### src/adcct_pkg.sv
// Purpose: Shared constants for the conversion timing sequencer
// Assumes: One clk cycle stands for two half_cpu_period units
// Notes: Timing counts are in half_cpu_period units
`default_nettype none
package adcct_pkg;
   localparam int RES_BITS = 10;
   localparam int BIT_STEPS = 10;
   localparam int EQ_STEPS = 4;
   localparam int SAMPLE_PERIODS = 2;
   localparam int TAIL_UNITS = 4;
   localparam int UNITS_PER_CLK = 2;
   localparam int STEP_UNITS_00 = 24;
   localparam int STEP_UNITS_10 = 96;
   localparam int STEP_UNITS_11 = 48;
   localparam int CCS_LSB = 4;
   localparam int SCS_LSB = 6;
   localparam logic [7:0] CTRL_RESET = 8'h00;
   localparam int CLK_PERIOD_NS = 40;
   typedef enum logic [4:0] {
      ADCCT_IDLE = 5'b00001,
      ADCCT_SAMPLE = 5'b00010,
      ADCCT_BITS = 5'b00100,
      ADCCT_EQUAL = 5'b01000,
      ADCCT_TAIL = 5'b10000
   } adcct_state_t;
endpackage
`default_nettype wire

### src/adcct_seq.sv
// Purpose: Times one 10-bit successive approximation conversion
// Assumes: clk is the CPU clock; each edge pair is two half_cpu_period units
// Notes: Comparator answers in the same cycle as the trial code is shown
`timescale 1ns/10ps
`default_nettype none
// Notes on behaviour
// - Start runs a sample phase of two sample clock periods.
// - Ten successive approximation steps, one step period each, one per bit.
// - Four equalizing step periods follow the bit decisions.
// - Total is 14 step periods plus 2 sample periods plus 4 units.
// - Step select 00=24, 10=96, 11=48 units; 01 reserved.
// - Sample select gives 1, 2, 4 or 8 step periods.
// - Both selects sit in the upper nibble of converter_control_reg.
// - Below ground reads zero; above reference saturates at full scale.
// - Sample is held once the sample phase ends.
// - Timing is counted in half CPU clock units.
module adcct_seq #(
   parameter int RES = adcct_pkg::RES_BITS
) (
   input wire logic clk,
   input wire logic nrst,
   input wire logic [7:0] converter_control_reg,
   input wire logic start,
   input wire logic comp_above,
   input wire logic below_gnd,
   input wire logic above_ref,
   output logic sample_en,
   output logic hold,
   output logic [RES-1:0] trial_code,
   output logic busy,
   output logic conv_done,
   output logic reserved_code,
   output logic [RES-1:0] result
);
   // One result bit per decision step; other widths cannot be served
   if (RES != adcct_pkg::BIT_STEPS) begin : g_bad_res
      $error("RES must equal the number of bit steps");
   end

   // Step period in clk cycles, two half_cpu_period units per cycle
   function automatic logic [6:0] step_cycles(input logic [1:0] sel);
      logic [6:0] u;
      u = 7'(adcct_pkg::STEP_UNITS_00);
      if (sel == 2'b10) begin
         u = 7'(adcct_pkg::STEP_UNITS_10);
      end else if (sel == 2'b11) begin
         u = 7'(adcct_pkg::STEP_UNITS_11);
      end
      return 7'(u / adcct_pkg::UNITS_PER_CLK);
   endfunction

   localparam logic [3:0] LAST_BIT = 4'(adcct_pkg::BIT_STEPS - 1);
   localparam logic [3:0] LAST_EQ = 4'(adcct_pkg::EQ_STEPS - 1);
   localparam logic [6:0] TAIL_CYC = 7'(adcct_pkg::TAIL_UNITS / adcct_pkg::UNITS_PER_CLK);

   adcct_pkg::adcct_state_t state, next_state;
   logic [1:0] ccs, next_ccs;
   logic [1:0] scs, next_scs;
   logic [6:0] cyc, next_cyc;
   logic [4:0] steps, next_steps;
   logic [3:0] bit_idx, next_bit_idx;
   logic [RES-1:0] sar, next_sar;
   logic next_sample_en, next_hold, next_busy, next_done;
   logic [RES-1:0] final_code;
   logic wr_res;
   logic [6:0] step_len;
   logic [4:0] sample_steps;
   logic step_end;

   always_comb begin
      step_len = step_cycles(ccs);
      sample_steps = 5'(1) << scs;
      step_end = (cyc == step_len - 7'd1);
      next_state = state;
      next_ccs = ccs;
      next_scs = scs;
      next_cyc = cyc;
      next_steps = steps;
      next_bit_idx = bit_idx;
      next_sar = sar;
      wr_res = 1'b0;
      next_done = 1'b0;
      final_code = sar;
      if (above_ref) begin
         final_code = '1;
      end else if (below_gnd) begin
         final_code = '0;
      end
      case (state)
         adcct_pkg::ADCCT_IDLE: begin
            if (start) begin
               // Fields latched so a mid-conversion write cannot skew timing
               next_ccs = converter_control_reg[adcct_pkg::CCS_LSB +: 2];
               next_scs = converter_control_reg[adcct_pkg::SCS_LSB +: 2];
               next_cyc = '0;
               next_steps = '0;
               next_sar = '0;
               next_state = adcct_pkg::ADCCT_SAMPLE;
            end
         end
         adcct_pkg::ADCCT_SAMPLE: begin
            next_cyc = step_end ? 7'd0 : 7'(cyc + 7'd1);
            if (step_end) begin
               next_steps = 5'(steps + 5'd1);
               // Two sample clock periods of 1..8 step periods each
               if (steps == 5'((sample_steps << 1) - 5'd1)) begin
                  next_steps = '0;
                  next_bit_idx = LAST_BIT;
                  next_sar = RES'(1) << LAST_BIT;
                  next_state = adcct_pkg::ADCCT_BITS;
               end
            end
         end
         adcct_pkg::ADCCT_BITS: begin
            next_cyc = step_end ? 7'd0 : 7'(cyc + 7'd1);
            if (step_end) begin
               next_sar = sar;
               if (!comp_above) begin
                  next_sar[bit_idx] = 1'b0;
               end
               if (bit_idx == 4'd0) begin
                  next_steps = '0;
                  next_state = adcct_pkg::ADCCT_EQUAL;
               end else begin
                  next_bit_idx = 4'(bit_idx - 4'd1);
                  next_sar[bit_idx - 4'd1] = 1'b1;
               end
            end
         end
         adcct_pkg::ADCCT_EQUAL: begin
            next_cyc = step_end ? 7'd0 : 7'(cyc + 7'd1);
            if (step_end) begin
               next_steps = 5'(steps + 5'd1);
               if (steps[3:0] == LAST_EQ) begin
                  next_state = adcct_pkg::ADCCT_TAIL;
               end
            end
         end
         adcct_pkg::ADCCT_TAIL: begin
            next_cyc = 7'(cyc + 7'd1);
            if (cyc == TAIL_CYC - 7'd1) begin
               wr_res = 1'b1;
               next_done = 1'b1;
               next_cyc = '0;
               next_state = adcct_pkg::ADCCT_IDLE;
            end
         end
         default: begin
            next_state = adcct_pkg::ADCCT_IDLE;
         end
      endcase
      next_sample_en = (next_state == adcct_pkg::ADCCT_SAMPLE);
      next_hold = (next_state != adcct_pkg::ADCCT_IDLE) && !next_sample_en;
      next_busy = (next_state != adcct_pkg::ADCCT_IDLE);
   end

   always_ff @(posedge clk or negedge nrst) begin
      if (!nrst) begin
         state <= adcct_pkg::ADCCT_IDLE;
         ccs <= adcct_pkg::CTRL_RESET[adcct_pkg::CCS_LSB +: 2];
         scs <= adcct_pkg::CTRL_RESET[adcct_pkg::SCS_LSB +: 2];
         cyc <= '0;
         steps <= '0;
         bit_idx <= '0;
         sar <= '0;
         sample_en <= 1'b0;
         hold <= 1'b0;
         busy <= 1'b0;
         conv_done <= 1'b0;
         trial_code <= '0;
         reserved_code <= 1'b0;
      end else begin
         state <= next_state;
         ccs <= next_ccs;
         scs <= next_scs;
         cyc <= next_cyc;
         steps <= next_steps;
         bit_idx <= next_bit_idx;
         sar <= next_sar;
         sample_en <= next_sample_en;
         hold <= next_hold;
         busy <= next_busy;
         conv_done <= next_done;
         trial_code <= next_sar;
         // Reserved step code runs as 00; flagged so software can see it
         reserved_code <= (converter_control_reg[adcct_pkg::CCS_LSB +: 2] == 2'b01);
      end
   end

   adcct_result_mem #(
      .WIDTH(RES)
   ) u_result (
      .clk(clk),
      .nrst(nrst),
      .wr_en(wr_res),
      .wr_data(final_code),
      .rd_data(result)
   );
endmodule // adcct_seq
`default_nettype wire

### src/adcct_result_mem.sv
// Purpose: Result holding register with registered read data
// Assumes: Written once per finished conversion
// Notes: Keeps the value until the next write
`timescale 1ns/10ps
`default_nettype none
module adcct_result_mem #(
   parameter int WIDTH = 10
) (
   input wire logic clk,
   input wire logic nrst,
   input wire logic wr_en,
   input wire logic [WIDTH-1:0] wr_data,
   output logic [WIDTH-1:0] rd_data
);
   logic [WIDTH-1:0] next_rd_data;
   always_comb begin
      next_rd_data = wr_en ? wr_data : rd_data;
   end
   always_ff @(posedge clk or negedge nrst) begin
      if (!nrst) begin
         rd_data <= '0;
      end else begin
         rd_data <= next_rd_data;
      end
   end
endmodule // adcct_result_mem
`default_nettype wire

### config.mk
export PLATFORM = sky130hd
export DESIGN_NAME = adcct_seq
export DESIGN_NICKNAME = d
export VERILOG_FILES = /design/src/adcct_pkg.sv /design/src/adcct_seq.sv /design/src/adcct_result_mem.sv
export SDC_FILE = /design/constraint.sdc
export NUM_CORES = 1
export LEC_CHECK = 0
export ABC_CLOCK_PERIOD_IN_PS = 4570
export BUFFER_PORTS_ARGS = -buffer_cell sky130_fd_sc_hd__buf_2
export CORE_AREA = 2 2 93 73
export DETAILED_ROUTE_END_ITERATION = 16
export DIE_AREA = 0 0 95 75
export PLACE_DENSITY_LB_ADDON = 0.05
export SLEW_MARGIN = 0
export SYNTH_ARGS = -nofsm -noshare
export SYNTH_HDL_FRONTEND = slang
export SYNTH_HIERARCHICAL = 1
export SYNTH_SLANG_ARGS = --single-unit
### constraint.sdc
create_clock -name clk -period 4.57 [get_ports clk]
set_clock_uncertainty 0.1 [all_clocks]
set_input_delay 0.2285 -clock clk [delete_from_list [all_inputs] [get_ports clk]]
set_output_delay 0.2285 -clock clk [all_outputs]
set_load 0.1 [all_outputs]
==> impl_metrics.json, run 1 <==
{
  "worstReg2RegStart": "cyc[0]",
  "seq_area_frac_synth_pct": 43.9,
  "critPathLaunchType": "flip-flop",
  "hold_start": "converter_control_reg[7]",
  "synth_ff_type": "dfrtp_1",
  "gp_congestion": 0.862,
  "grt.total_usage_pct": 19.6,
  "timing.fmax_mhz": 375,
  "final_common_cell": "dfrtp_1",
  "route.met3.wl_um": 255,
  "fin_ws_ns": 1.90,
  "drcViolationCount": 0,
  "synth_area_um2": 2850,
  "hold_depth": 2,
  "rsz0062_at_grt": "false",
  "port-buffer-count": 34,
  "grt_pass1_vias": 2063,
  "fill_cells": 579,
  "cts_tree": "yes",
  "ctsHoldBuffers": 2,
  "synth-seq-cells": 50,
  "wl_per_cell_um": 15.9,
  "postLayoutCoreUtil_pct": 51.1,
  "start_util_pct": 46.3,
  "syn2layout_area_growth_pct": 10.4,
  "slew_headroom_pct": 48.3,
  "path_clk_slew_ns": 0.09,
  "total_power_mw": 1.21,
  "cp.required_ns": 4.67,
  "power.density_nw_per_um2": 384,
  "h-tree-depth": 2,
  "root_buffer": "clkbuf_8",
  "met1_length_mm": 3.53,
  "core.rowCount": 25,
  "postSynthCellCount": 294,
  "place_ws_ns": 1.95,
  "drive_above_1_share_pct": 21.0,
  "setup_viol": 0,
  "worst_pin_slew_ns": 0.771,
  "drv_slew": 0,
  "hpwl_mm": 4.62,
  "synth_edf_count": 0,
  "path_class": "flip-flop to flip-flop",
  "synth.avg_cell_area_um2": 9.71,
  "drt_iter0_drc": 136,
  "grt-ovfl-total": 0,
  "antenna_cells": 0,
  "timing.hold.ws_ns": 0.0566,
  "clk_path_buf_depth": 2,
  "top_layer_used": "met4",
  "die_w_um": 95,
  "postRouteAntennaNets": 0,
  "dieArea_um2": 7130,
  "r2r-end": "steps[2]",
  "async_reset_ff_share_pct": 100,
  "arrival_ns": 2.76,
  "routed_wl_mm": 6.44,
  "grt_first_pass_wirelength_mm": 10.9,
  "vias": 2268,
  "clock_latency_ns": 0.30,
  "endpoint_kind": "flip-flop",
  "crit_fanout": 11,
  "route.met2.wl_mm": 2.62,
  "dieHeight_um": 75,
  "yosys.cell_types.count": 52,
  "cap_viol_max_count": 0,
  "cts_buffers": 5,
  "layout_common_cells": "dfrtp_1 (49), buf_2 (34), nand2_1 (30)",
  "seq_area_um2": 1250,
  "hp-class": "input port to flip-flop",
  "dr.pass1.iters": 4,
  "cts_sinks": 50,
  "finalCritPeriodShare_pct": 58.4,
  "postCtsSetupRepairBufs": 0,
  "synthesis.nets": 318,
  "r2r_cells": 7,
  "grt_max_degree": 51,
  "finalHoldViolCount": 0,
  "nNetsFinal": 347,
  "status": "finished, final reports clean",
  "setup-tns-final_ns": 0,
  "top_level_ports": 39,
  "p_leak_nw": 1.57,
  "core_um2": 6160,
  "min_to": "scs[1]",
  "layout_min_cycle_time_ns": 2.67,
  "reg2reg_slack_ns": 1.90,
  "ir_drop_uv": 185,
  "vias_per_cell": 5.60,
  "antenna_found_initial": 0,
  "multi_input_area_um2": 1470,
  "cts_resized": 0,
  "yosys_warnings": 6
}
power breakdown:
group	switching, mW	internal, mW
combinational	0.253	0.120
sequential	0.0733	0.505
clock	0.151	0.108
layout make-up:
type / count / share of cell area [%]
multi-input cells: 219 / 46.7
flip-flops and latches: 50 / 39.8
repair buffers: 38 / 6.51
well taps: 81 / 3.22
clock buffers: 6 / 2.30
inverters: 9 / 1.07
clock inverters: 2 / 0.437
worst max-delay path by stage:
stage	from	end	depth (start not counted)
floorplan	steps[2]	sar[7]	8
global placement	cyc[0]	steps[2]	7
detailed placement	cyc[0]	steps[2]	7
CTS	cyc[0]	steps[2]	7
global route	cyc[0]	steps[2]	7
finish	cyc[0]	steps[2]	7
per-layer routing:
metal  track usage, %  up-vias
li1                 -     1121
met4             3.38        0
met5                0        -
met3             3.60        4
met1             31.8     1089
met2             27.0       54
sequential cells by signal (all words and copies together), names as in the netlist:
register and count:
sar 10, steps 5, sample_en 1, bit_idx 4
conv_done 1, busy 1, reserved_code 1, scs 2
state 5, cyc 7, ccs 2, u_result/rd_data 10
hold 1
cell usage after synthesis (2+ instances only):
library cell	instances	share of area, %
o2bb2ai_1	2	0.61
a21bo_2	2	0.70
nor2_1	21	2.8
mux2i_1	2	0.70
o41ai_1	2	0.61
and3_1	6	1.3
ha_1	10	4.4
o211ai_1	3	0.79
xor2_1	2	0.61
o21ai_1	2	0.35
and4b_1	3	1.1
o31ai_1	2	0.53
nand3b_1	3	0.79
a31oi_1	9	2.0
nand4_1	2	0.44
mux2_2	4	1.6
nor3_1	5	0.88
nand2b_1	2	0.44
a22o_1	3	0.92
a31o_2	2	0.61
clkbuf_1	7	0.92
or4b_1	2	0.70
buf_6	4	1.6
a21oi_1	19	3.3
buf_2	4	0.70
mux2_4	10	5.3
a21o_1	13	3.4
nand2_1	30	3.9
dfrtp_1	49	43
or2_2	4	0.88
o21ai_0	18	3.2
inv_1	8	1.1
and2_1	2	0.44
nor2b_1	5	1.1
nand3_1	15	2.6
critical path: stages (launching register included):
cell and delay [ns]:
dfrtp_1 0.45, ha_1 0.29, and4b_1 0.23, nand4_1 0.10
nand2_1 0.24, o211ai_1 0.64, a21oi_1 0.21, a31o_2 0.30
metrics by stage:
stage,instances,cell area [um^2]
after CTS,405,3150
after floorplan,294,2850
after global placement,395,3040
after global routing,405,3150
after detailed placement,395,3040
final,405,3150
cell families (layout without fill, tap and decap cells):
logic type | Yosys count | count (layout) | synth area share, %
mux | 16 | 16 | 7.54
fa+ha+maj | 10 | 10 | 4.38
simple gates | 104 | 104 | 18.5
xor+xnor | 2 | 2 | 0.614
flops | 50 | 50 | 43.9
compound gates | 87 | 87 | 20.5
buf+inv | 25 | 55 | 4.56
Power figures use the tool's default switching activity.
==> inputs of run 2 (changes only) <==
ABC_AREA = 1   (was not set)
ABC_CLOCK_PERIOD_IN_PS = 2750   (was 4570)
CORE_AREA = 2 2 97 76   (was 2 2 93 73)
DIE_AREA = 0 0 99 78   (was 0 0 95 75)
clock period = 2.75 ns   (was 4.57 ns; I/O delays follow)
==> impl_metrics.json, run 2 <==
{
  "die_w_um": 99,
  "cap_viol_max_count": 0,
  "synth_edf_count": 0,
  "wl_per_cell_um": 12.9,
  "grt_pass1_vias": 2467,
  "place_ws_ns": 0.635,
  "layout_min_cycle_time_ns": 2.19,
  "yosysTopAreaCell": "dfrtp_1",
  "crit_fanout": 8,
  "grt.total_usage_pct": 19.2,
  "synth_area_um2": 3080,
  "seq_power_share_pct": 34.6,
  "cts_tree": "yes",
  "postLayoutCoreUtil_pct": 52.7,
  "nNetsFinal": 487,
  "yosys_warnings": 6,
  "async_reset_ff_share_pct": 100,
  "fin_ws_ns": 0.564,
  "arrival_ns": 2.29,
  "path_delay_family": "XOR/XNOR gates",
  "start_util_pct": 46.2,
  "clock_latency_ns": 0.30,
  "syn2layout_area_growth_pct": 14.1,
  "cp.required_ns": 2.85,
  "routed_wl_mm": 7.06,
  "netSwitchingFraction_pct": 47.5,
  "path_class": "flip-flop to flip-flop",
  "finalHoldViolCount": 0,
  "clk_path_buf_depth": 2,
  "port-buffer-count": 34,
  "synth.top_cells.by_area": "dfrtp_1 (40%), nand2_1 (17%), nand3_1 (6.3%), inv_1 (5.0%), nor2_1 (4.4%)",
  "dieHeight_um": 78,
  "layout_common_cells": "nand2_1 (136), dfrtp_1 (49), inv_1 (41)",
  "status": "finished, final reports clean",
  "cts_buffers": 5,
  "worst_pin_slew_ns": 0.687,
  "synth-seq-cells": 50,
  "setup-tns-final_ns": 0,
  "seq_area_frac_synth_pct": 40.7,
  "antenna_found_initial": 0,
  "rsz0062_at_grt": "false",
  "p_leak_nw": 1.71,
  "reg2reg_slack_ns": 0.56,
  "h-tree-depth": 2,
  "dr.pass1.iters": 4,
  "antenna_cells": 0,
  "final_common_cell": "nand2_1",
  "crit_chain": "inv_1 -> ha_1 -> xnor2_1 -> inv_1 -> nand3_1 -> a21oi_1 -> nand3_1 -> nand2_1",
  "drt_iter0_drc": 147,
  "critPathLaunchType": "flip-flop",
  "synth_ff_type": "dfrtp_1",
  "yosys.cell_types.count": 34,
  "dieArea_um2": 7720,
  "p_comb_share_pct": 45.2,
  "cpPeakStageDelay_ns": 0.57,
  "core.rowCount": 26,
  "drive_above_1_share_pct": 16.2,
  "synth_top_area_share_pct": 39.8,
  "hpwl_mm": 5.25,
  "vias_per_cell": 4.97,
  "drv_slew": 0,
  "path_buf_inv": 2,
  "grt_first_pass_wirelength_mm": 12.1,
  "drcViolationCount": 0,
  "slew_headroom_pct": 53.9,
  "yosysMostFrequentCell": "nand2_1",
  "cts_sinks": 50,
  "ir_drop_uv": 489,
  "grt_max_degree": 27,
  "p_int_mw": 1.43,
  "critical-path-slowest-cell": "xnor2_1",
  "path_clk_slew_ns": 0.10,
  "pwr-share-clk_pct": 20.2,
  "p_sw_mw": 1.29,
  "cts_resized": 0,
  "synthTopCellsByCount": "nand2_1 (136), dfrtp_1 (49), inv_1 (41)",
  "largestRegisters": "sar x10, u_result/rd_data x10, cyc x7",
  "vias": 2726,
  "gp_congestion": 0.896,
  "postRouteAntennaNets": 0,
  "power.density_nw_per_um2": 774,
  "synth.avg_cell_area_um2": 7.35,
  "setup_viol": 0,
  "postCtsSetupRepairBufs": 0,
  "hp-class": "input port to flip-flop",
  "finalCritPeriodShare_pct": 79.5,
  "timing.fmax_mhz": 457,
  "top_level_ports": 39,
  "endpoint_kind": "flip-flop",
  "grt-ovfl-total": 0,
  "synthesis.nets": 443,
  "postSynthCellCount": 419,
  "root_buffer": "clkbuf_8",
  "core_um2": 6670
}
run 2: worst reg2reg max path, cell delays in order (launching register included):
cell and delay, ns:
dfrtp_1 0.45, inv_1 0.17, ha_1 0.24, xnor2_1 0.57, inv_1 0.22, nand3_1 0.14, a21oi_1 0.07, nand3_1 0.08
nand2_1 0.05
run 2: routing by layer:
metal / routed length [um] / global-route usage [%] / up-vias
met5: 0 / 0 / -
met4: 38 / 4.11 / 0
met3: 377 / 3.78 / 4
met2: 2880 / 27.5 / 59
met1: 3760 / 29.8 / 1233
li1: - / - / 1430
run 2: path summary, 6_finish.rpt:
kind                            depth (start not counted)             endpoint                     start
worst max-delay path                                    8               sar[7]                bit_idx[0]
worst min-delay path                                    3               ccs[0]  converter_control_reg[4]
worst max register to register                          8               sar[7]                bit_idx[0]
worst min register to register                          2  u_result/rd_data[2]       u_result/rd_data[2]
max in group asynchronous                               3             state[0]                      nrst
min in group asynchronous                               2               cyc[6]                      nrst
run 2: timing repair:
item / 4_1_cts / 5_1_grt
hold buffers: 5 / 0
setup endpoints to repair: 0 / 0
hold endpoints to repair: 28 / 0
run 2: stage by stage:
step	total power [mW]	hold slack [ns]	instance area, um^2	std cells
floorplan	1.89	-0.258	3080	419
detailed placement	2.18	0.0733	3350	535
global placement	2.17	0.0662	3350	535
global route	2.93	0.00631	3510	548
finish	2.72	0.00115	3510	548
CTS	2.74	0.00896	3510	548
run 2: kinds of logic (layout without fill, tap and decap cells):
family	Yosys count	in the layout	share of synthesized area, %
buffers and inverters	53	98	6.82
adders and majority gates	10	10	4.06
and+or+nand+nor	248	248	37.9
DFF	50	50	40.7
AOI/OAI and AO/OA	52	52	8.86
xor gates and xnor gates	6	6	1.71
run 2: layout make-up:
cell class / count / area [um^2]
inverter: 48 / 180
clock inverter: 3 / 47.5
clock buffer: 5 / 68.8
tap: 84 / 105
multi-input combinational: 316 / 1620
timing repair buffer: 42 / 243
sequential: 50 / 1250
fill: 633 / 3150
run 2: power groups by stage:
stage	Clock, mW	Sequential, mW	Combinational (mW)
CTS	0.570	0.940	1.23
global placement	0	0.953	1.22
floorplan	0	1.11	0.784
finish	0.550	0.941	1.23
global route	0.599	0.958	1.38
detailed placement	0	0.954	1.22
==> inputs of run 3 (changes only) <==
ABC_AREA = 0   (was 1)
ABC_CLOCK_PERIOD_IN_PS = 2100   (was 2750)
CORE_AREA = 2 2 93 73   (was 2 2 97 76)
DIE_AREA = 0 0 95 75   (was 0 0 99 78)
clock period = 2.1 ns   (was 2.75 ns; I/O delays follow)
==> impl_metrics.json, run 3 (synthesis gave the netlist of run 1 again) <==
{
  "finalCritPeriodShare_pct": 101,
  "vias_per_cell": 5.46,
  "vias": 2500,
  "grt_use_met2_pct": 29.4,
  "ir_drop_uv": 512,
  "dpl-instance-area_um2": 3370,
  "start_util_pct": 46.3,
  "clock_latency_ns": 0.31,
  "worst_pin_slew_ns": 0.497,
  "grt_max_degree": 51,
  "violations": "setup timing",
  "p_leak_nw": 1.89,
  "dieArea_um2": 7130,
  "cpPeakStageDelay_ns": 0.57,
  "core_um2": 6160,
  "root_buffer": "clkbuf_8",
  "cp.required_ns": 2.17,
  "largestRegisters": "sar x10, u_result/rd_data x10, cyc x7",
  "busiest_layer": "met1",
  "grt_first_pass_wirelength_mm": 11.5,
  "timing.hold.ws_ns": 0.159,
  "drcViolationCount": 0,
  "syn2layout_area_growth_pct": 34.1,
  "nNetsFinal": 400,
  "hpwl_mm": 5.07,
  "h-tree-depth": 2,
  "cts_buffers": 5,
  "grt_pass1_vias": 2255,
  "hp-class": "input port to flip-flop",
  "endpoint_kind": "flip-flop",
  "crit_chain": "or4b_4 -> a31oi_4 -> or2_4 -> a21oi_2 -> o41ai_2 -> o311ai_2",
  "final_cells": 458,
  "die_w_um": 95,
  "rsz0062_at_grt": "true",
  "timing.fmax_mhz": 473,
  "clk_path_buf_depth": 2,
  "dr.pass1.iters": 4,
  "dp_cells": 437,
  "grtUsageMet3_pct": 3.60,
  "finalHoldViolCount": 0,
  "cts_sinks": 50,
  "layout_min_cycle_time_ns": 2.11,
  "path_delay_family": "compound AO/OA/AOI/OAI gates",
  "grt.total_usage_pct": 20.9,
  "critical-path-slowest-cell": "or4b_4",
  "gp_congestion": 0.872,
  "setup_viol": 1,
  "port-buffer-count": 34,
  "core.rowCount": 25,
  "power.density_nw_per_um2": 873,
  "crit_fanout": 5,
  "arrival_ns": 2.18,
  "cap_viol_max_count": 0,
  "drt_iter0_drc": 134,
  "routed_wl_mm": 7.35,
  "postRouteAntennaNets": 0,
  "fin_ws_ns": -0.0129,
  "place_ws_ns": -0.179,
  "top_level_ports": 39,
  "globalRouteMet1Util_pct": 33.3,
  "antenna_found_initial": 0,
  "setup-tns-final_ns": -0.0129,
  "cts_tree": "yes",
  "final_area_um2": 3830,
  "wl_per_cell_um": 16.0,
  "slew_headroom_pct": 67.1,
  "path_class": "flip-flop to flip-flop",
  "dieHeight_um": 75,
  "drv_slew": 0,
  "layout_common_cells": "dfrtp_1 (45), buf_4 (45), buf_2 (34)",
  "status": "complete, but fails checks",
  "grt-ovfl-total": 0,
  "path_clk_slew_ns": 0.09,
  "drive_above_1_share_pct": 41.1,
  "postLayoutCoreUtil_pct": 62.1,
  "antenna_cells": 0,
  "critPathLaunchType": "flip-flop",
  "total_power_mw": 3.34,
  "path_buf_inv": 0
}
==> run 3: changes by cell type in the layout (fill, tap and decap cells not counted), moves of 6 or more <==
cell	previous run	this run
mux2_4	0	10
nor2_1	36	18
a31oi_1	1	8
a21o_1	0	13
nand2_1	136	27
nand4_1	8	2
inv_2	7	0
buf_4	3	45
o21ai_0	25	10
nand3_1	39	15
inv_1	41	8
==> run 3: repair_timing <==
| action | in CTS | in global routing |
|---|---|---|
| cloned | 0 | 1 |
| hold buffers | 6 | 0 |
| endpoints found under the hold margin | 55 | 0 |
| pin swaps | 7 | 25 |
| setup buffers | 2 | 4 |
| setup endpoints to repair | 16 | 25 |
| gates resized for setup | 12 | 44 |
==> run 3: layout make-up <==
| cell class | instances | area, um^2 |
|---|---|---|
| clock inverter | 2 | 60.1 |
| sequential | 50 | 1260 |
| inverter | 9 | 33.8 |
| timing repair buffer | 90 | 633 |
| multi-input combinational | 220 | 1660 |
| tap | 81 | 101 |
| clock buffer | 6 | 82.6 |
| fill | 526 | 2330 |
==> run 3: worst reg2reg max path, stage by stage, from the launching register on <==
cell and delay (ns):
dfrtp_1 0.43, or4b_4 0.57, a31oi_4 0.18, or2_4 0.15, a21oi_2 0.07, o41ai_2 0.31
o311ai_2 0.18
==> run 3: power breakdown <==
group	internal [mW]	total [mW]	switching (mW)
logic	0.547	1.28	0.731
clock network	0.508	0.835	0.327
registers	1.10	1.23	0.125
total	2.16	3.34	1.18
==> run 3: path summary, 6_finish.rpt <==
kind                                     startpoint             endpoint  slack [ns]  depth (start not counted)
min in group asynchronous                      nrst               cyc[4]        0.21                          3
worst min register to register  u_result/rd_data[7]  u_result/rd_data[7]        0.41                          1
worst max register to register             steps[3]               sar[8]       -0.01                          6
max in group asynchronous                      nrst             state[0]        1.42                          3
worst min-delay path                      above_ref  u_result/rd_data[5]        0.16                          3
worst max-delay path                       steps[3]               sar[8]       -0.01                          6
==> run 3: layer usage <==
| metal | share of wire (%) | wire length [um] |
|---|---|---|
| met1 | 52 | 3830 |
| met2 | 43 | 3130 |
| met3 | 4.1 | 298 |
| met4 | 1.2 | 85 |
| met5 | 0 | 0 |
